--- config.mk ---
export PLATFORM = sky130hd
export DESIGN_NAME = fcs_top
export DESIGN_NICKNAME = d
export VERILOG_FILES = /design/src/inc/fcs_pkg.sv /design/src/inc/fcs_cfg_if.sv /design/src/hw/fcs_top.sv /design/src/hw/fcs_evt_sync.sv /design/src/hw/fcs_freq_calc.sv
export SDC_FILE = /design/constraint.sdc
export NUM_CORES = 1
export LEC_CHECK = 0
export ABC_CLOCK_PERIOD_IN_PS = 12800
export BUFFER_PORTS_ARGS = -buffer_cell sky130_fd_sc_hd__buf_2
export CORE_ASPECT_RATIO = 0.75
export CORE_MARGIN = 2
export CORE_UTILIZATION = 54
export DETAILED_ROUTE_END_ITERATION = 7
export HOLD_SLACK_MARGIN = 0.15
export MAX_ROUTING_LAYER = met4
export PLACE_DENSITY = 0.91
export SYNTH_ARGS = -nofsm -noshare
export SYNTH_HDL_FRONTEND = slang
export SYNTH_SLANG_ARGS = --single-unit
--- constraint.sdc ---
create_clock -name ref_clk -period 12.8 [get_ports ref_clk]
set_input_delay 3.84 -clock ref_clk [delete_from_list [all_inputs] [get_ports ref_clk]]
set_output_delay 3.84 -clock ref_clk [all_outputs]
set_load 0.02 [all_outputs]
--- src/inc/fcs_pkg.sv ---
// shared constants and types of the fll clock source configuration block
package fcs_pkg;

  // register byte offsets on the axi4-lite slave
  localparam logic [7:0] ADDR_SRC_CTRL = 8'h00;
  localparam logic [7:0] ADDR_LOOP_CTRL = 8'h04;
  localparam logic [7:0] ADDR_TRIM = 8'h08;
  localparam logic [7:0] ADDR_STATUS_ONE = 8'h0C;
  localparam logic [7:0] ADDR_STATUS_TWO = 8'h10;
  localparam logic [7:0] ADDR_IRQ_MASK = 8'h14;

  // values after reset
  localparam logic [7:0] RST_SRC_CTRL = 8'h00;
  localparam logic [7:0] RST_LOOP_CTRL = 8'h00;
  localparam logic [7:0] RST_TRIM = 8'h80;
  localparam logic [1:0] RST_IRQ_MASK = 2'h0;

  // clock_source_control field positions
  localparam int GAIN_BIT = 7;
  localparam int RANGE_BIT = 6;
  localparam int REFSEL_BIT = 5;
  localparam int MODE_HI = 4;
  localparam int MODE_LO = 3;
  localparam int OSC_KEEP_BIT = 2;
  localparam int LOSS_DIS_BIT = 1;

  // loop_factor_control field positions
  localparam int LOL_RST_BIT = 7;
  localparam int MFD_HI = 6;
  localparam int MFD_LO = 4;
  localparam int LOC_RST_BIT = 3;
  localparam int RFD_HI = 2;
  localparam int RFD_LO = 0;

  // generator_status_one / irq mask bit positions
  localparam int FLAG_LOCK_LOSS = 0;
  localparam int FLAG_CLOCK_LOSS = 1;
  localparam int STAT_LOCKED = 2;
  localparam int STAT_EXT_OK = 3;

  // frequency figures in khz
  localparam logic [31:0] DCO_SCM_KHZ = 32'h0000_1F40;
  localparam logic [31:0] IRG_KHZ = 32'h0000_00F3;
  localparam logic [31:0] IRG_DIV = 32'h0000_0007;
  localparam logic [6:0] PRESCALE_LOW = 7'h40;
  localparam logic [6:0] PRESCALE_HIGH = 7'h01;

  // axi response codes
  localparam logic [1:0] RESP_OKAY = 2'h0;
  localparam logic [1:0] RESP_SLVERR = 2'h2;

  typedef enum logic [1:0] {
    self_clocked_mode,
    loop_engaged_internal,
    loop_bypassed_external,
    loop_engaged_external
  } fcs_mode_e;

endpackage : fcs_pkg

--- src/inc/fcs_cfg_if.sv ---
// configuration carried from the register file to the frequency calculator
`timescale 1ns/1ps
interface fcs_cfg_if;
  fcs_pkg::fcs_mode_e mode;
  logic range_high;
  logic [2:0] multiply_factor_field;
  logic [2:0] reduce_divide_field;
  logic [15:0] ext_khz;
  logic [31:0] out_khz;
  logic [4:0] mult_n;
  logic [7:0] div_r;
  logic [6:0] prescale;

  modport src (
    output mode,
    output range_high,
    output multiply_factor_field,
    output reduce_divide_field,
    output ext_khz,
    input out_khz,
    input mult_n,
    input div_r,
    input prescale
  );

  modport calc (
    input mode,
    input range_high,
    input multiply_factor_field,
    input reduce_divide_field,
    input ext_khz,
    output out_khz,
    output mult_n,
    output div_r,
    output prescale
  );
endinterface : fcs_cfg_if

--- src/hw/fcs_top.sv ---
// register file, mode decode and loss reporting of the fll clock source
// Operation
// - after reset run self-clocked, about 8 MHz output and 4 MHz bus
// - range bit 6 set: high range, prescale 1; clear: low range, prescale 64
// - gain bit 7 clear configures the oscillator for low power
// - reference bit 5 requests crystal oscillator; ignored for internal reference
// - mode code 11 engages loop on external, 01 on internal reference
// - lock-loss reset enable clear: loss of lock raises an interrupt
// - clock-loss reset enable clear: loss raises interrupt; detect on when disable zero and an external scheme is selected
// - multiply code 011 gives N of 10
// - reduce code 000 divides by 1, 001 by 2
// - engaged external output is ext times P times N over R
// - engaged internal output is 243 kHz over 7 times 64 times N over R
// - control bit 0 unimplemented, reads zero
// - status one read-only except writing a one clears the matching pending interrupt flag
// - multiply codes 000 to 111 give N of 4 to 18 in steps of 2
// - self-clocked gives dco over R, bypassed external gives ext over R
`timescale 1ns/1ps
module fcs_top (
  input wire logic ref_clk,
  input wire logic rst_n,
  input wire logic [7:0] s_axi_awaddr,
  input wire logic s_axi_awvalid,
  output logic s_axi_awready,
  input wire logic [31:0] s_axi_wdata,
  input wire logic [3:0] s_axi_wstrb,
  input wire logic s_axi_wvalid,
  output logic s_axi_wready,
  output logic [1:0] s_axi_bresp,
  output logic s_axi_bvalid,
  input wire logic s_axi_bready,
  input wire logic [7:0] s_axi_araddr,
  input wire logic s_axi_arvalid,
  output logic s_axi_arready,
  output logic [31:0] s_axi_rdata,
  output logic [1:0] s_axi_rresp,
  output logic s_axi_rvalid,
  input wire logic s_axi_rready,
  input wire logic [15:0] ext_ref_khz,
  input wire logic loop_locked,
  input wire logic ext_clock_present,
  input wire logic oscillator_stable,
  output logic [1:0] clock_mode,
  output logic osc_high_range,
  output logic osc_low_power,
  output logic osc_request,
  output logic osc_stop_keep_enable,
  output logic loss_detect_active,
  output logic [6:0] loop_prescale,
  output logic [4:0] loop_mult_n,
  output logic [7:0] loop_div_r,
  output logic [7:0] reference_trim,
  output logic [31:0] generator_output_khz,
  output logic [31:0] bus_khz,
  output logic lock_loss_reset_req,
  output logic clock_loss_reset_req,
  output logic irq
);

  // ---------------- registers ----------------
  logic [7:1] src_ctrl;
  logic [7:0] loop_ctrl;
  logic [7:0] trim;
  logic [1:0] flags;
  logic [1:0] irq_mask;

  // ---------------- axi write path ----------------
  logic aw_held;
  logic [7:0] aw_addr;
  logic w_held;
  logic [31:0] w_data;
  logic [3:0] w_strb;
  logic wr_fire;
  logic wr_hit;
  logic wr_low_lane;
  logic [7:0] wr_byte;
  logic wr_src;
  logic wr_loop;
  logic wr_trim;
  logic wr_stat1;
  logic wr_mask;

  assign s_axi_awready = ~aw_held & ~s_axi_bvalid;
  assign s_axi_wready = ~w_held & ~s_axi_bvalid;
  assign wr_fire = aw_held & w_held & ~s_axi_bvalid;
  assign wr_low_lane = w_strb[0];
  assign wr_byte = w_data[7:0];
  assign wr_src = wr_fire & wr_low_lane & (aw_addr == fcs_pkg::ADDR_SRC_CTRL);
  assign wr_loop = wr_fire & wr_low_lane & (aw_addr == fcs_pkg::ADDR_LOOP_CTRL);
  assign wr_trim = wr_fire & wr_low_lane & (aw_addr == fcs_pkg::ADDR_TRIM);
  assign wr_stat1 = wr_fire & wr_low_lane & (aw_addr == fcs_pkg::ADDR_STATUS_ONE);
  assign wr_mask = wr_fire & wr_low_lane & (aw_addr == fcs_pkg::ADDR_IRQ_MASK);
  assign wr_hit = (aw_addr == fcs_pkg::ADDR_SRC_CTRL) | (aw_addr == fcs_pkg::ADDR_LOOP_CTRL)
                | (aw_addr == fcs_pkg::ADDR_TRIM) | (aw_addr == fcs_pkg::ADDR_STATUS_ONE)
                | (aw_addr == fcs_pkg::ADDR_STATUS_TWO) | (aw_addr == fcs_pkg::ADDR_IRQ_MASK);

  // address and data are latched independently, in either order
  always_ff @(posedge ref_clk) begin
    if (!rst_n) begin
      aw_held <= 1'b0;
      aw_addr <= 8'h00;
    end else if (s_axi_awvalid & s_axi_awready) begin
      aw_held <= 1'b1;
      aw_addr <= s_axi_awaddr;
    end else if (wr_fire) begin
      aw_held <= 1'b0;
    end
  end

  always_ff @(posedge ref_clk) begin
    if (!rst_n) begin
      w_held <= 1'b0;
      w_data <= 32'h0000_0000;
      w_strb <= 4'h0;
    end else if (s_axi_wvalid & s_axi_wready) begin
      w_held <= 1'b1;
      w_data <= s_axi_wdata;
      w_strb <= s_axi_wstrb;
    end else if (wr_fire) begin
      w_held <= 1'b0;
    end
  end

  // status two is read-only, so writing it answers okay and changes nothing
  always_ff @(posedge ref_clk) begin
    if (!rst_n) begin
      s_axi_bvalid <= 1'b0;
      s_axi_bresp <= fcs_pkg::RESP_OKAY;
    end else if (wr_fire) begin
      s_axi_bvalid <= 1'b1;
      s_axi_bresp <= wr_hit ? fcs_pkg::RESP_OKAY : fcs_pkg::RESP_SLVERR;
    end else if (s_axi_bready) begin
      s_axi_bvalid <= 1'b0;
    end
  end

  // ---------------- control registers ----------------
  always_ff @(posedge ref_clk) begin
    if (!rst_n) begin
      src_ctrl <= fcs_pkg::RST_SRC_CTRL[7:1];
      loop_ctrl <= fcs_pkg::RST_LOOP_CTRL;
      trim <= fcs_pkg::RST_TRIM;
      irq_mask <= fcs_pkg::RST_IRQ_MASK;
    end else begin
      if (wr_src) begin
        src_ctrl <= wr_byte[7:1];
      end
      if (wr_loop) begin
        loop_ctrl <= wr_byte;
      end
      if (wr_trim) begin
        trim <= wr_byte;
      end
      if (wr_mask) begin
        irq_mask <= wr_byte[1:0];
      end
    end
  end

  // ---------------- field decode ----------------
  fcs_pkg::fcs_mode_e mode;
  logic loop_engaged;
  logic uses_external;
  logic lol_reset_en;
  logic loc_reset_en;

  assign mode = fcs_pkg::fcs_mode_e'(src_ctrl[fcs_pkg::MODE_HI:fcs_pkg::MODE_LO]);
  assign loop_engaged = (mode == fcs_pkg::loop_engaged_internal)
                      | (mode == fcs_pkg::loop_engaged_external);
  assign uses_external = (mode == fcs_pkg::loop_bypassed_external)
                       | (mode == fcs_pkg::loop_engaged_external);
  assign lol_reset_en = loop_ctrl[fcs_pkg::LOL_RST_BIT];
  assign loc_reset_en = loop_ctrl[fcs_pkg::LOC_RST_BIT];

  assign clock_mode = mode;
  assign osc_high_range = src_ctrl[fcs_pkg::RANGE_BIT];
  assign osc_low_power = ~src_ctrl[fcs_pkg::GAIN_BIT];
  // the crystal request only matters when an external scheme is selected
  assign osc_request = src_ctrl[fcs_pkg::REFSEL_BIT] & uses_external;
  assign osc_stop_keep_enable = src_ctrl[fcs_pkg::OSC_KEEP_BIT];
  assign loss_detect_active = ~src_ctrl[fcs_pkg::LOSS_DIS_BIT] & uses_external;
  assign reference_trim = trim;

  // ---------------- frequency calculation ----------------
  fcs_cfg_if cfg ();

  assign cfg.mode = mode;
  assign cfg.range_high = src_ctrl[fcs_pkg::RANGE_BIT];
  assign cfg.multiply_factor_field = loop_ctrl[fcs_pkg::MFD_HI:fcs_pkg::MFD_LO];
  assign cfg.reduce_divide_field = loop_ctrl[fcs_pkg::RFD_HI:fcs_pkg::RFD_LO];
  assign cfg.ext_khz = ext_ref_khz;

  fcs_freq_calc u_calc (
    .cfg(cfg.calc)
  );

  assign loop_prescale = cfg.prescale;
  assign loop_mult_n = cfg.mult_n;
  assign loop_div_r = cfg.div_r;

  // registered so a factor change never glitches the reported figure
  always_ff @(posedge ref_clk) begin
    if (!rst_n) begin
      generator_output_khz <= fcs_pkg::DCO_SCM_KHZ;
      bus_khz <= fcs_pkg::DCO_SCM_KHZ >> 1;
    end else begin
      generator_output_khz <= cfg.out_khz;
      bus_khz <= cfg.out_khz >> 1;
    end
  end

  // ---------------- loss events ----------------
  logic [2:0] ev_raw;
  logic [2:0] ev_level;
  logic [2:0] ev_rise;
  logic locked_s;
  logic ext_ok_s;
  logic stable_s;
  logic lock_loss_ev;
  logic clock_loss_ev;
  logic lol_irq_ev;
  logic loc_irq_ev;

  // lock and clock-present inputs inverted so a loss shows as a rising edge
  assign ev_raw = {oscillator_stable, ~ext_clock_present, ~loop_locked};

  fcs_evt_sync u_sync (
    .ref_clk(ref_clk),
    .rst_n(rst_n),
    .raw(ev_raw),
    .level(ev_level),
    .rise(ev_rise)
  );

  assign locked_s = ~ev_level[0];
  assign ext_ok_s = ~ev_level[1];
  assign stable_s = ev_level[2];
  assign lock_loss_ev = ev_rise[0] & loop_engaged;
  assign clock_loss_ev = ev_rise[1] & loss_detect_active;
  assign lol_irq_ev = lock_loss_ev & ~lol_reset_en;
  assign loc_irq_ev = clock_loss_ev & ~loc_reset_en;

  // with the reset enable set a loss asks for a system reset instead
  always_ff @(posedge ref_clk) begin
    if (!rst_n) begin
      lock_loss_reset_req <= 1'b0;
      clock_loss_reset_req <= 1'b0;
    end else begin
      lock_loss_reset_req <= lock_loss_ev & lol_reset_en;
      clock_loss_reset_req <= clock_loss_ev & loc_reset_en;
    end
  end

  // sticky flags: a new event in the clearing cycle wins
  always_ff @(posedge ref_clk) begin
    if (!rst_n) begin
      flags <= 2'h0;
    end else begin
      flags[fcs_pkg::FLAG_LOCK_LOSS] <= lol_irq_ev
        | (flags[fcs_pkg::FLAG_LOCK_LOSS] & ~(wr_stat1 & wr_byte[fcs_pkg::FLAG_LOCK_LOSS]));
      flags[fcs_pkg::FLAG_CLOCK_LOSS] <= loc_irq_ev
        | (flags[fcs_pkg::FLAG_CLOCK_LOSS] & ~(wr_stat1 & wr_byte[fcs_pkg::FLAG_CLOCK_LOSS]));
    end
  end

  assign irq = |(flags & irq_mask);

  // ---------------- axi read path ----------------
  logic [7:0] stat1_view;
  logic [7:0] stat2_view;
  logic rd_hit;
  logic [7:0] rd_byte;

  assign stat1_view = {4'h0, ext_ok_s, locked_s, flags};
  assign stat2_view = {7'h00, stable_s};
  assign s_axi_arready = ~s_axi_rvalid;
  assign rd_hit = (s_axi_araddr == fcs_pkg::ADDR_SRC_CTRL)
                | (s_axi_araddr == fcs_pkg::ADDR_LOOP_CTRL)
                | (s_axi_araddr == fcs_pkg::ADDR_TRIM)
                | (s_axi_araddr == fcs_pkg::ADDR_STATUS_ONE)
                | (s_axi_araddr == fcs_pkg::ADDR_STATUS_TWO)
                | (s_axi_araddr == fcs_pkg::ADDR_IRQ_MASK);

  always_comb begin
    case (s_axi_araddr)
      fcs_pkg::ADDR_SRC_CTRL: rd_byte = {src_ctrl, 1'b0};
      fcs_pkg::ADDR_LOOP_CTRL: rd_byte = loop_ctrl;
      fcs_pkg::ADDR_TRIM: rd_byte = trim;
      fcs_pkg::ADDR_STATUS_ONE: rd_byte = stat1_view;
      fcs_pkg::ADDR_STATUS_TWO: rd_byte = stat2_view;
      fcs_pkg::ADDR_IRQ_MASK: rd_byte = {6'h00, irq_mask};
      default: rd_byte = 8'h00;
    endcase
  end

  always_ff @(posedge ref_clk) begin
    if (!rst_n) begin
      s_axi_rvalid <= 1'b0;
      s_axi_rdata <= 32'h0000_0000;
      s_axi_rresp <= fcs_pkg::RESP_OKAY;
    end else if (s_axi_arvalid & s_axi_arready) begin
      s_axi_rvalid <= 1'b1;
      s_axi_rdata <= {24'h00_0000, rd_byte};
      s_axi_rresp <= rd_hit ? fcs_pkg::RESP_OKAY : fcs_pkg::RESP_SLVERR;
    end else if (s_axi_rready) begin
      s_axi_rvalid <= 1'b0;
    end
  end

endmodule : fcs_top

--- src/hw/fcs_evt_sync.sv ---
// two-flop synchronisers with rising-edge detection for the analog event inputs
`timescale 1ns/1ps
module fcs_evt_sync (
  input wire logic ref_clk,
  input wire logic rst_n,
  input wire logic [2:0] raw,
  output logic [2:0] level,
  output logic [2:0] rise
);
  logic [2:0] meta;
  logic [2:0] last;

  genvar i;
  generate
    for (i = 0; i < 3; i++) begin : g_bit
      always_ff @(posedge ref_clk) begin
        if (!rst_n) begin
          meta[i] <= 1'b0;
          level[i] <= 1'b0;
          last[i] <= 1'b0;
        end else begin
          meta[i] <= raw[i];
          level[i] <= meta[i];
          last[i] <= level[i];
        end
      end
      // edge taken from the second stage only
      assign rise[i] = level[i] & ~last[i];
    end
  endgenerate
endmodule : fcs_evt_sync

--- src/hw/fcs_freq_calc.sv ---
// decodes loop factors and computes the generator output frequency in khz
`timescale 1ns/1ps
module fcs_freq_calc (
  fcs_cfg_if.calc cfg
);
  logic [31:0] n_wide;
  logic [31:0] p_wide;
  logic [31:0] engaged_ext;
  logic [31:0] engaged_int;
  logic [31:0] before_div;

  assign cfg.mult_n = 5'(4 + 2 * cfg.multiply_factor_field);
  assign cfg.div_r = 8'(1 << cfg.reduce_divide_field);
  assign cfg.prescale = cfg.range_high ? fcs_pkg::PRESCALE_HIGH : fcs_pkg::PRESCALE_LOW;
  assign n_wide = {27'h000_0000, cfg.mult_n};
  assign p_wide = {25'h000_0000, cfg.prescale};
  // ext * p * n
  assign engaged_ext = {16'h0000, cfg.ext_khz} * p_wide * n_wide;
  // multiply before the divide by seven to keep precision; internal prescale is fixed low
  assign engaged_int = (fcs_pkg::IRG_KHZ * {25'h000_0000, fcs_pkg::PRESCALE_LOW} * n_wide)
                       / fcs_pkg::IRG_DIV;

  always_comb begin
    case (cfg.mode)
      fcs_pkg::self_clocked_mode: before_div = fcs_pkg::DCO_SCM_KHZ;
      fcs_pkg::loop_engaged_internal: before_div = engaged_int;
      fcs_pkg::loop_bypassed_external: before_div = {16'h0000, cfg.ext_khz};
      fcs_pkg::loop_engaged_external: before_div = engaged_ext;
      default: before_div = fcs_pkg::DCO_SCM_KHZ;
    endcase
  end

  // divide by r is a shift by the field code
  assign cfg.out_khz = before_div >> cfg.reduce_divide_field;
endmodule : fcs_freq_calc

* Word-level counts from Yosys, hierarchy flattened
Index checks and enable logic that the tools add are counted.
Widths: inputs -> output; s select.
** Storage, ports and cells
- Register bits :: 134
- Latch bits :: 0
- Word-level logic and storage cells :: 126
- Bits in read-only memories :: 0
- Input bits :: 78
- RAM bits :: 0
- Output and inout bits :: 143
- Memories :: 0
** Operators by class
- Muxes and demuxes :: 12
- Bitwise logic cells :: 58
- Shift operators :: 2
- $add $sub $neg :: 1
- Eq/ne operators :: 13
- $lt $le $gt $ge :: 0
- Multipliers :: 3
- Divide/modulo/power cells :: 1
- Reductions and logical operators :: 8
** Operator list (count)
- $pmux 32 s4 :: 1
- $pmux 8 s6 :: 1
- $div 32x3->32 const B :: 1
- $eq 8x4->1 const B :: 4
- $eq 8x5->1 const B :: 4
- $mul 32x5->32 :: 1
- $shr 32x3->32 :: 1
- $and 1x1->1 :: 27
- $mul 16x7->23 :: 1
- $eq 8x3->1 const B :: 2
- $logic_not 8->1 :: 2
- $not 1->1 :: 16
- $or 1x1->1 :: 14
- $mul 8x5->13 const A :: 1
- $reduce_bool 2->1 :: 4
- $shl 1x3->8 const A :: 1
- $mux 1 :: 7
- $mux 7 :: 1
- $add 3x4->5 const A :: 1
- $eq 2x2->1 const B :: 2
- $mux 2 :: 2
- $and 2x2->2 :: 1
- $eq 2x1->1 const B :: 1
- $logic_not 2->1 :: 1
- $reduce_or 2->1 :: 1

* Longest topological paths before layout
Gate-level depths: netlist (run 1).
- Depth after elaboration :: 8
- Depth in mapped cells :: 65
- Depth with buffers taken out :: 58

* Hierarchy
From an unflattened synthesis (run 1), not the netlist that was laid out.
** Second synthesis, totals
- Cells, all modules :: 1855
- Area total of the unflattened synthesis :: 14231.1 µm²
** Modules (own cells, without submodules)
- fcs_freq_calc :: instances 1, sequential area each 0.0 µm², cells each 1430, area an instance 10158.5 µm²
- fcs_top :: instances 1, sequential area each 1841.8 µm², cells each 404, area an instance 3817.4 µm²
- fcs_evt_sync :: instances 1, sequential area each 180.2 µm², cells each 21, area an instance 255.2 µm²

* Worst setup path before layout (run 1)
No wires, ideal clock.
- Kind :: register to register
- From :: register loop_ctrl[5]
- To :: register generator_output_khz[0]
- Cell stages (with the launch flop) :: 63
- Data arrival time :: 13.840 ns
- Library setup time :: 0.130 ns
- Required time :: 12.670 ns
- Clock period less this slack :: 13.970 ns
- Path slack :: -1.170 ns
- Buffers on the path :: 7
- Cells stage by stage :: dfxtp_1 > inv_1 > clkbuf_1 > ha_1 > clkbuf_1 > clkbuf_1 > xnor2_1 > ha_1 > ha_1 > ha_1 > or2_1 > o32a_2 > xnor2_1 > or3_1 > o311ai_2 > or3_1 > buf_4 > nor3_4 > [27 not listed] > nor2_1 > and3_1 > and3_1 > xnor2_1 > or4_4 > nand2_1 > ha_1 > nand2b_1 > o41a_1 > or2_1 > and3_4 > nand2b_1 > ha_1 > nand2_1 > nor3b_1 > o22ai_1 > a21oi_1 > o211ai_1
** On the way
- Word-level cells in the longest chain between the ends :: 5
- Elaborated cells between the ends (all ways) :: 6
- Those cells by class :: add/sub (1); mul (2); div (1); shift (1); mux (1)
** Ends and longest elaborated chain
- start: declaration :: RTL line fcs_top.sv:62 : logic [7:0] loop_ctrl;
- start signal: assignment :: RTL line fcs_top.sv:141 : loop_ctrl <= fcs_pkg::RST_LOOP_CTRL;
- start signal: assignment :: RTL line fcs_top.sv:149 : loop_ctrl <= wr_byte;
- $add 3x4->5 * :: RTL line fcs_freq_calc.sv:12 : assign cfg.mult_n = 5'(4 + 2 * cfg.multiply_factor_field);
- net loop_mult_n[2] :: RTL line fcs_top.sv:50 : output logic [4:0] loop_mult_n,
- $mul 8x5->13 :: RTL line fcs_freq_calc.sv:20 : assign engaged_int = (fcs_pkg::IRG_KHZ * {25'h000_0000, fcs_pkg::PRESCALE_LOW} * n_wide)
- $div 32x3->32 :: RTL line fcs_freq_calc.sv:21 : / fcs_pkg::IRG_DIV;
- $pmux 32 s4 * :: RTL line fcs_freq_calc.sv:24 : case (cfg.mode)
- $shr 32x3->32 * :: RTL line fcs_freq_calc.sv:34 : assign cfg.out_khz = before_div >> cfg.reduce_divide_field;
- end signal: assignment :: RTL line fcs_top.sv:204 : generator_output_khz <= fcs_pkg::DCO_SCM_KHZ;
- end signal: assignment :: RTL line fcs_top.sv:207 : generator_output_khz <= cfg.out_khz;
- end: declaration :: RTL line fcs_top.sv:53 : output logic [31:0] generator_output_khz,
Mark *: on every way through the listed nets, which the timed path passes. The rest lies on a longest branch.
A chain may end at the register's enable or synchronous reset.

* Worst setup path after layout (run 1)
- From :: register loop_ctrl[5]
- To :: register generator_output_khz[0]
** On the way
- Word-level cells in the longest chain between the ends :: 5
- Elaborated cells between the ends (all ways) :: 6
- Those cells by class :: add/sub (1); mul (2); div (1); shift (1); mux (1)
** Ends and longest elaborated chain (RTL line)
- $add 3x4->5 * :: fcs_freq_calc.sv:12
- $mul 8x5->13 :: fcs_freq_calc.sv:20
- $div 32x3->32 :: fcs_freq_calc.sv:21
- $pmux 32 s4 * :: fcs_freq_calc.sv:24
- $shr 32x3->32 * :: fcs_freq_calc.sv:34
Mark *: on every way between the ends. The rest lies on a longest branch, timed or not.

==> flow_summary.json, run 1 <==
{
  "hold-worst-slack_ns": 0.443,
  "holdBufCountCts": 0,
  "place_congestion": 1.01,
  "die_h_microns": 143,
  "wl_per_cell_microns": 19.1,
  "num_rows": 50,
  "pre_cts_ws_ns": -0.245,
  "numCtsBuffers": 9,
  "critPathMostFrequentCell": "ha_4",
  "dp_hpwl_mm": 34.7,
  "synth_top_area_cell": "dfxtp_1",
  "cts.sinks": 97,
  "cts.reportedPaths.clkPinSlew_ns": 0.07,
  "nets": 2277,
  "final_cell_mix": "221 x nand2_1, 170 x buf_4, 154 x buf_2",
  "ant_nets": 0,
  "drt_iter0_drc": 1897,
  "synth_edf_count": 0,
  "drive_gt1_frac": 0.267,
  "syn_area_per_cell_sq_um": 7.62,
  "die_w_microns": 189,
  "clock_path_buffers": 2,
  "synthFlopType": "dfxtp_1",
  "drcViolationCount": 0,
  "max_freq_ghz": 0.0785,
  "antenna_found_initial": 5,
  "p_total_uw": 792,
  "cp-start-kind": "flip-flop",
  "die_area_sq_um": 27000,
  "insertion_delay_ns": 0.36,
  "post_synth_inst_count": 1821,
  "end_kind": "flip-flop",
  "ys_top_cells_by_area": "dfxtp_1 14%, ha_1 8.9%, fa_1 6.5%, nand2_1 6.1%, mux2i_1 4.7%",
  "grt_max_degree": 95,
  "fin_crit_ns": 12.74,
  "yosys_warnings": 0,
  "criticalPathCategory": "reg2reg",
  "critPathSlowestCell": "or4_4",
  "fin_setup_tns_ns": 0,
  "max_stage_delay_ns": 0.49,
  "outcome": "finished clean",
  "cts_tree": "yes",
  "slew_headroom": 0.122,
  "dr.pass1.iters": 5,
  "initial_core_util": 0.553,
  "synthDistinctLibCells": 116,
  "core_sq_um": 25100,
  "path_max_fanout": 9,
  "p_leak_nw": 7.88,
  "finalMaxSlewViolations": 0,
  "rsz0062_at_grt": "true",
  "num_vias": 15400,
  "via_per_inst": 6.39,
  "grt_pass1_vias": 13800,
  "async_reset_ff_frac": 0,
  "setup_slack_ns": 0.0587,
  "worst_slew_pin_slew_ns": 1.31,
  "grt_overflow": 0,
  "vdd_ir_drop_max_v": 0.0000619,
  "grt_pass1_wl_mm": 70.1,
  "period_share": 0.995,
  "io_buffers": 154,
  "layout-area-overhead-vs-synth_pct": 21.3,
  "cap_violations": 0,
  "fin_skew_ns": 0.0116,
  "ioPinCount": 221,
  "ys_seq_area_frac": 0.140,
  "final_common_cell": "nand2_1",
  "cts_root_buf": "clkbuf_16",
  "cp.required_ns": 13.03,
  "crit_arrival_ns": 12.98,
  "wirelength_mm": 46.0,
  "hp-class": "reg2reg",
  "finalHoldViolCount": 0,
  "yosys_register_bits": 97,
  "yosysTopAreaCellShare": 0.140,
  "netlist_area_sq_um": 13900,
  "grt_use_total": 0.325,
  "cts-htree-levels": 3,
  "fill_cells": 1910,
  "setup_viol": 0,
  "p_per_area_nw_per_um2": 47.0
}
[metal layers]
layer	global-route usage	up-vias	share of wire
met3	0.0747	159	0.12
met4	0.0831	0	0.027
met5	-	-	0
met2	0.501	1052	0.45
met1	0.429	7229	0.40
li1	-	6920	-
[where the power goes]
group	leakage (nW)	internal, mW	switching, mW
clock	0.147	0.158	0.124
combinational	6.94	0.0763	0.120
sequential	0.788	0.308	0.00629
total	7.88	0.542	0.250
[registers in the layout, summed over array words and instances (netlist names), 3 cells and up]
signal and cells:
aw_addr 8, u_sync.meta 3, u_sync.level 3, loop_ctrl 8
src_ctrl 7, generator_output_khz 29, reference_trim 8, w_data 8
s_axi_rdata 8
[final timing paths]
kind         slack, ns  cells past startpoint                      end           start
min reg2reg       0.44                      1          u_sync.level[1]  u_sync.meta[1]
max               0.06                     59  generator_output_khz[0]    loop_ctrl[5]
min               0.44                      1          u_sync.level[1]  u_sync.meta[1]
max reg2reg       0.06                     59  generator_output_khz[0]    loop_ctrl[5]
[cells in the mapped netlist, types with 7 or more instances]
cell,instances
a211o_1,11
a211oi_1,12
a21boi_0,22
a21o_1,18
a21oi_1,87
a22o_1,8
a22oi_1,14
a31oi_1,18
and2_1,48
and3_1,37
buf_1,7
buf_2,8
buf_4,73
clkbuf_1,66
dfxtp_1,97
fa_1,45
ha_1,99
inv_1,94
mux2_2,23
mux2i_1,65
nand2_1,226
nand2b_1,14
nand3_1,31
nand4_1,29
nor2_1,112
nor2b_1,49
nor3_1,53
nor4_1,9
o2111ai_1,8
o211a_1,16
o211ai_1,19
o21a_1,9
o21ai_0,75
o21ai_1,12
o21bai_1,16
o22ai_1,9
o31ai_1,15
or2_2,16
or3_1,17
xnor2_1,45
xor2_1,23
[worst max-delay path, delay by kind of cell, from the launching register on]
kind	cells	cell delay, ns
compound gates	19	4.72
xor+xnor	3	0.39
fa+ha+maj	8	1.90
buf+inv	6	0.80
flops	1	0.39
mux	1	0.12
simple gates	22	4.32
[logic make-up (layout without fill, tap and decap cells)]
| group | Yosys count | count (layout) | share of synthesized area |
|---|---|---|---|
| other | 2 | 56 | 0.000541 |
| adder cells (fa/ha/maj) | 144 | 144 | 0.154 |
| AO/OA/AOI/OAI | 467 | 467 | 0.246 |
| XOR/XNOR | 69 | 69 | 0.0441 |
| buffers and inverters | 254 | 443 | 0.0902 |
| multiplexers | 90 | 90 | 0.0674 |
| flip-flops | 97 | 97 | 0.140 |
| AND/OR/NAND/NOR | 698 | 700 | 0.258 |
[final cells by class]
type                    count  area, sq um  share of cell area
repair buffers            329         2100               0.125
well taps                 338          423              0.0251
clock buffers              11          243              0.0144
inverters                  98          375              0.0223
flip-flops and latches     97         1950               0.116
multi-input cells        1520        11700               0.693
diodes                      6         15.0            0.000892
clock inverters             5         60.1             0.00357
[per-stage QoR]
stage          cells  cell area, sq um   util
6_report        2404             16800  0.671
5_1_grt         2403             16800  0.671
4_1_cts         2366             16100  0.640
3_5_place_dp    2349             15700  0.625
3_3_place_gp    2349             15700  0.625
2_1_floorplan   1869             14300      -
[repair_timing]
| action | in CTS | in global routing |
|---|---|---|
| cloned | 0 | 2 |
| endpoints found under the setup margin | 1 | 4 |
| gates resized for setup | 13 | 108 |
| setup buffers | 1 | 30 |
| pin swaps | 1 | 52 |
(Power assumes the default switching activity.)
==> inputs of run 2 (changes only) <==
Settings changed: CORE_UTILIZATION 54 to 35, PLACE_DENSITY 0.91 to 0.67.
==> run 2 against run 1 <==
Critical path depth shrank 3. Design area grew 3.0%. Total power grew 3.7%. Sequential power is essentially flat. Die area grew 53%. Clock-buffer cell count is the same. Sequential cell count is the same. Final cell count grew 10%. Sequential share of layout area shrank 0.33 points. First-iteration DRC count shrank 21%. Routed wire length grew 6.1%. Register-to-register slack gained 0.08 ns. Largest power group unchanged. Highest routed layer unchanged.
==> flow_summary.json, run 2 (same netlist as run 1, synthesis figures left out) <==
{
  "outcome": "finished clean",
  "startpoint": "loop_ctrl[5]",
  "drcViolationCount": 0,
  "final_common_cell": "buf_4",
  "die_w_microns": 234,
  "fin_skew_ns": 0.00951,
  "path_max_fanout": 6,
  "r2r-start": "loop_ctrl[5]",
  "p_per_area_nw_per_um2": 47.3,
  "p_leak_nw": 8.24,
  "drive_gt1_frac": 0.278,
  "initial_core_util": 0.353,
  "fin_crit_ns": 12.66,
  "vdd_ir_drop_max_v": 0.0000633,
  "cp-start-kind": "flip-flop",
  "antenna_found_initial": 2,
  "end_kind": "flip-flop",
  "crit_arrival_ns": 12.89,
  "ant_nets": 0,
  "cap_violations": 0,
  "dp_hpwl_mm": 39.9,
  "cts_root_buf": "clkbuf_16",
  "io_buffers": 154,
  "layout-area-overhead-vs-synth_pct": 25.0,
  "finalHoldViolCount": 0,
  "reg2reg_depth": 56,
  "cts.reportedPaths.clkPinSlew_ns": 0.06,
  "fill_cells": 3881,
  "finalMaxSlewViolations": 0,
  "numCtsBuffers": 9,
  "cts.sinks": 97,
  "max_freq_ghz": 0.0790,
  "rsz0062_at_grt": "true",
  "pre_cts_ws_ns": -0.374,
  "die_h_microns": 176,
  "drt_iter0_drc": 1502,
  "insertion_delay_ns": 0.36,
  "via_per_inst": 5.53,
  "num_vias": 14700,
  "hp-class": "reg2reg",
  "cts-htree-levels": 3,
  "clock_path_buffers": 2,
  "criticalPathCategory": "reg2reg",
  "worst_slew_pin_slew_ns": 1.25,
  "critPathMostFrequentCell": "ha_4",
  "grt_pass1_vias": 13800,
  "critPathSlowestCell": "a2111o_1",
  "num_rows": 63,
  "nets": 2348,
  "largest_reg_flops": 29,
  "place_congestion": 0.982,
  "p_total_uw": 822,
  "core_sq_um": 39300,
  "cts_tree": "yes",
  "setup_viol": 0,
  "r2r-end": "generator_output_khz[0]",
  "grt_max_degree": 95,
  "setup_slack_ns": 0.143,
  "grt_pass1_wl_mm": 75.0,
  "cp.required_ns": 13.03,
  "wirelength_mm": 48.8,
  "final_cell_mix": "245 x buf_4, 225 x nand2_1, 154 x buf_2",
  "slew_headroom": 0.167,
  "grt_overflow": 0,
  "dr.pass1.iters": 5,
  "die_area_sq_um": 41300,
  "ioPinCount": 221,
  "wl_per_cell_microns": 18.4,
  "grt_use_total": 0.237,
  "endpoint": "generator_output_khz[0]",
  "period_share": 0.989,
  "r2r_slack_ns": 0.14,
  "regMostFlops": "generator_output_khz",
  "max_stage_delay_ns": 0.50
}
-- run 2: changes by cell type in the layout (fill, tap and decap cells not counted), sizes merged --
cell    previous run  this run
and4               6         5
clkinv             3         2
bufinv             1         2
buf              329       402
nor3              57        56
diode              6         3
-- run 2: through the flow --
step                      area (sq um)  std cells  utilization  setup TNS [ns]  hold slack (ns)
after floorplan                  14300       1869            -               0            0.412
after global placement           16600       2625        0.422          -0.316            0.418
after detailed placement         16600       2625        0.422          -0.374            0.421
after CTS                        17000       2641        0.432               0            0.433
after global routing             17300       2653        0.441          -0.240            0.442
final                            17400       2654        0.441               0            0.431
-- run 2: worst max-delay path, delay by kind of cell, from the launching register on --
kind                       cells  cell delay (ns)
DFF                            1             0.38
and+or+nand+nor               17             4.09
muxes                          3             0.68
buffers and inverters          7             0.92
AOI/OAI and AO/OA             19             4.18
xor gates and xnor gates       3             0.52
adders and majority gates      7             1.71
-- run 2: how the worst min path moves through the flow --
stage                               from              end  cells past startpoint
final                     u_sync.meta[1]  u_sync.level[1]                      1
after global routing      u_sync.meta[1]  u_sync.level[1]                      1
after CTS                 u_sync.meta[1]  u_sync.level[1]                      1
after detailed placement  u_sync.meta[2]  u_sync.level[2]                      1
after global placement    u_sync.meta[2]  u_sync.level[2]                      1
after floorplan           u_sync.meta[0]  u_sync.level[0]                      1
-- run 2: layer usage --
layer / part of all wire / vias to the layer above / GRT usage / wire [microns]
li1: - / 7061 / - / -
met1: 0.47 / 6998 / 0.332 / 22900
met2: 0.43 / 554 / 0.348 / 21100
met3: 0.081 / 61 / 0.0544 / 3930
met4: 0.017 / 0 / 0.0461 / 817
met5: 0 / - / - / 0
-- run 2: power by group --
group          switching (mW)  leakage, nW  internal [mW]
clock                   0.122        0.163          0.183
sequential            0.00646        0.789          0.308
combinational           0.121         7.29         0.0814
total                   0.249         8.24          0.572
-- run 2: layout make-up --
| class | instances | area (sq um) | share of cell area |
|---|---|---|---|
| Multi-Input combinational cell | 1518 | 11400 | 0.656 |
| Timing Repair Buffer | 402 | 2650 | 0.153 |
| Sequential cell | 97 | 1950 | 0.112 |
| Tap cell | 520 | 651 | 0.0375 |
| Inverter | 98 | 375 | 0.0216 |
| Clock buffer | 11 | 253 | 0.0146 |
| Clock inverter | 5 | 85.1 | 0.00490 |
| Antenna cell | 3 | 7.51 | 0.000433 |
-- run 2: timing repair --
action,CTS,global route
setup endpoints to repair,3,3
pin swaps,1,22
cloned,0,0
buffers inserted,0,10
gates resized for setup,10,56
hold buffers,0,0
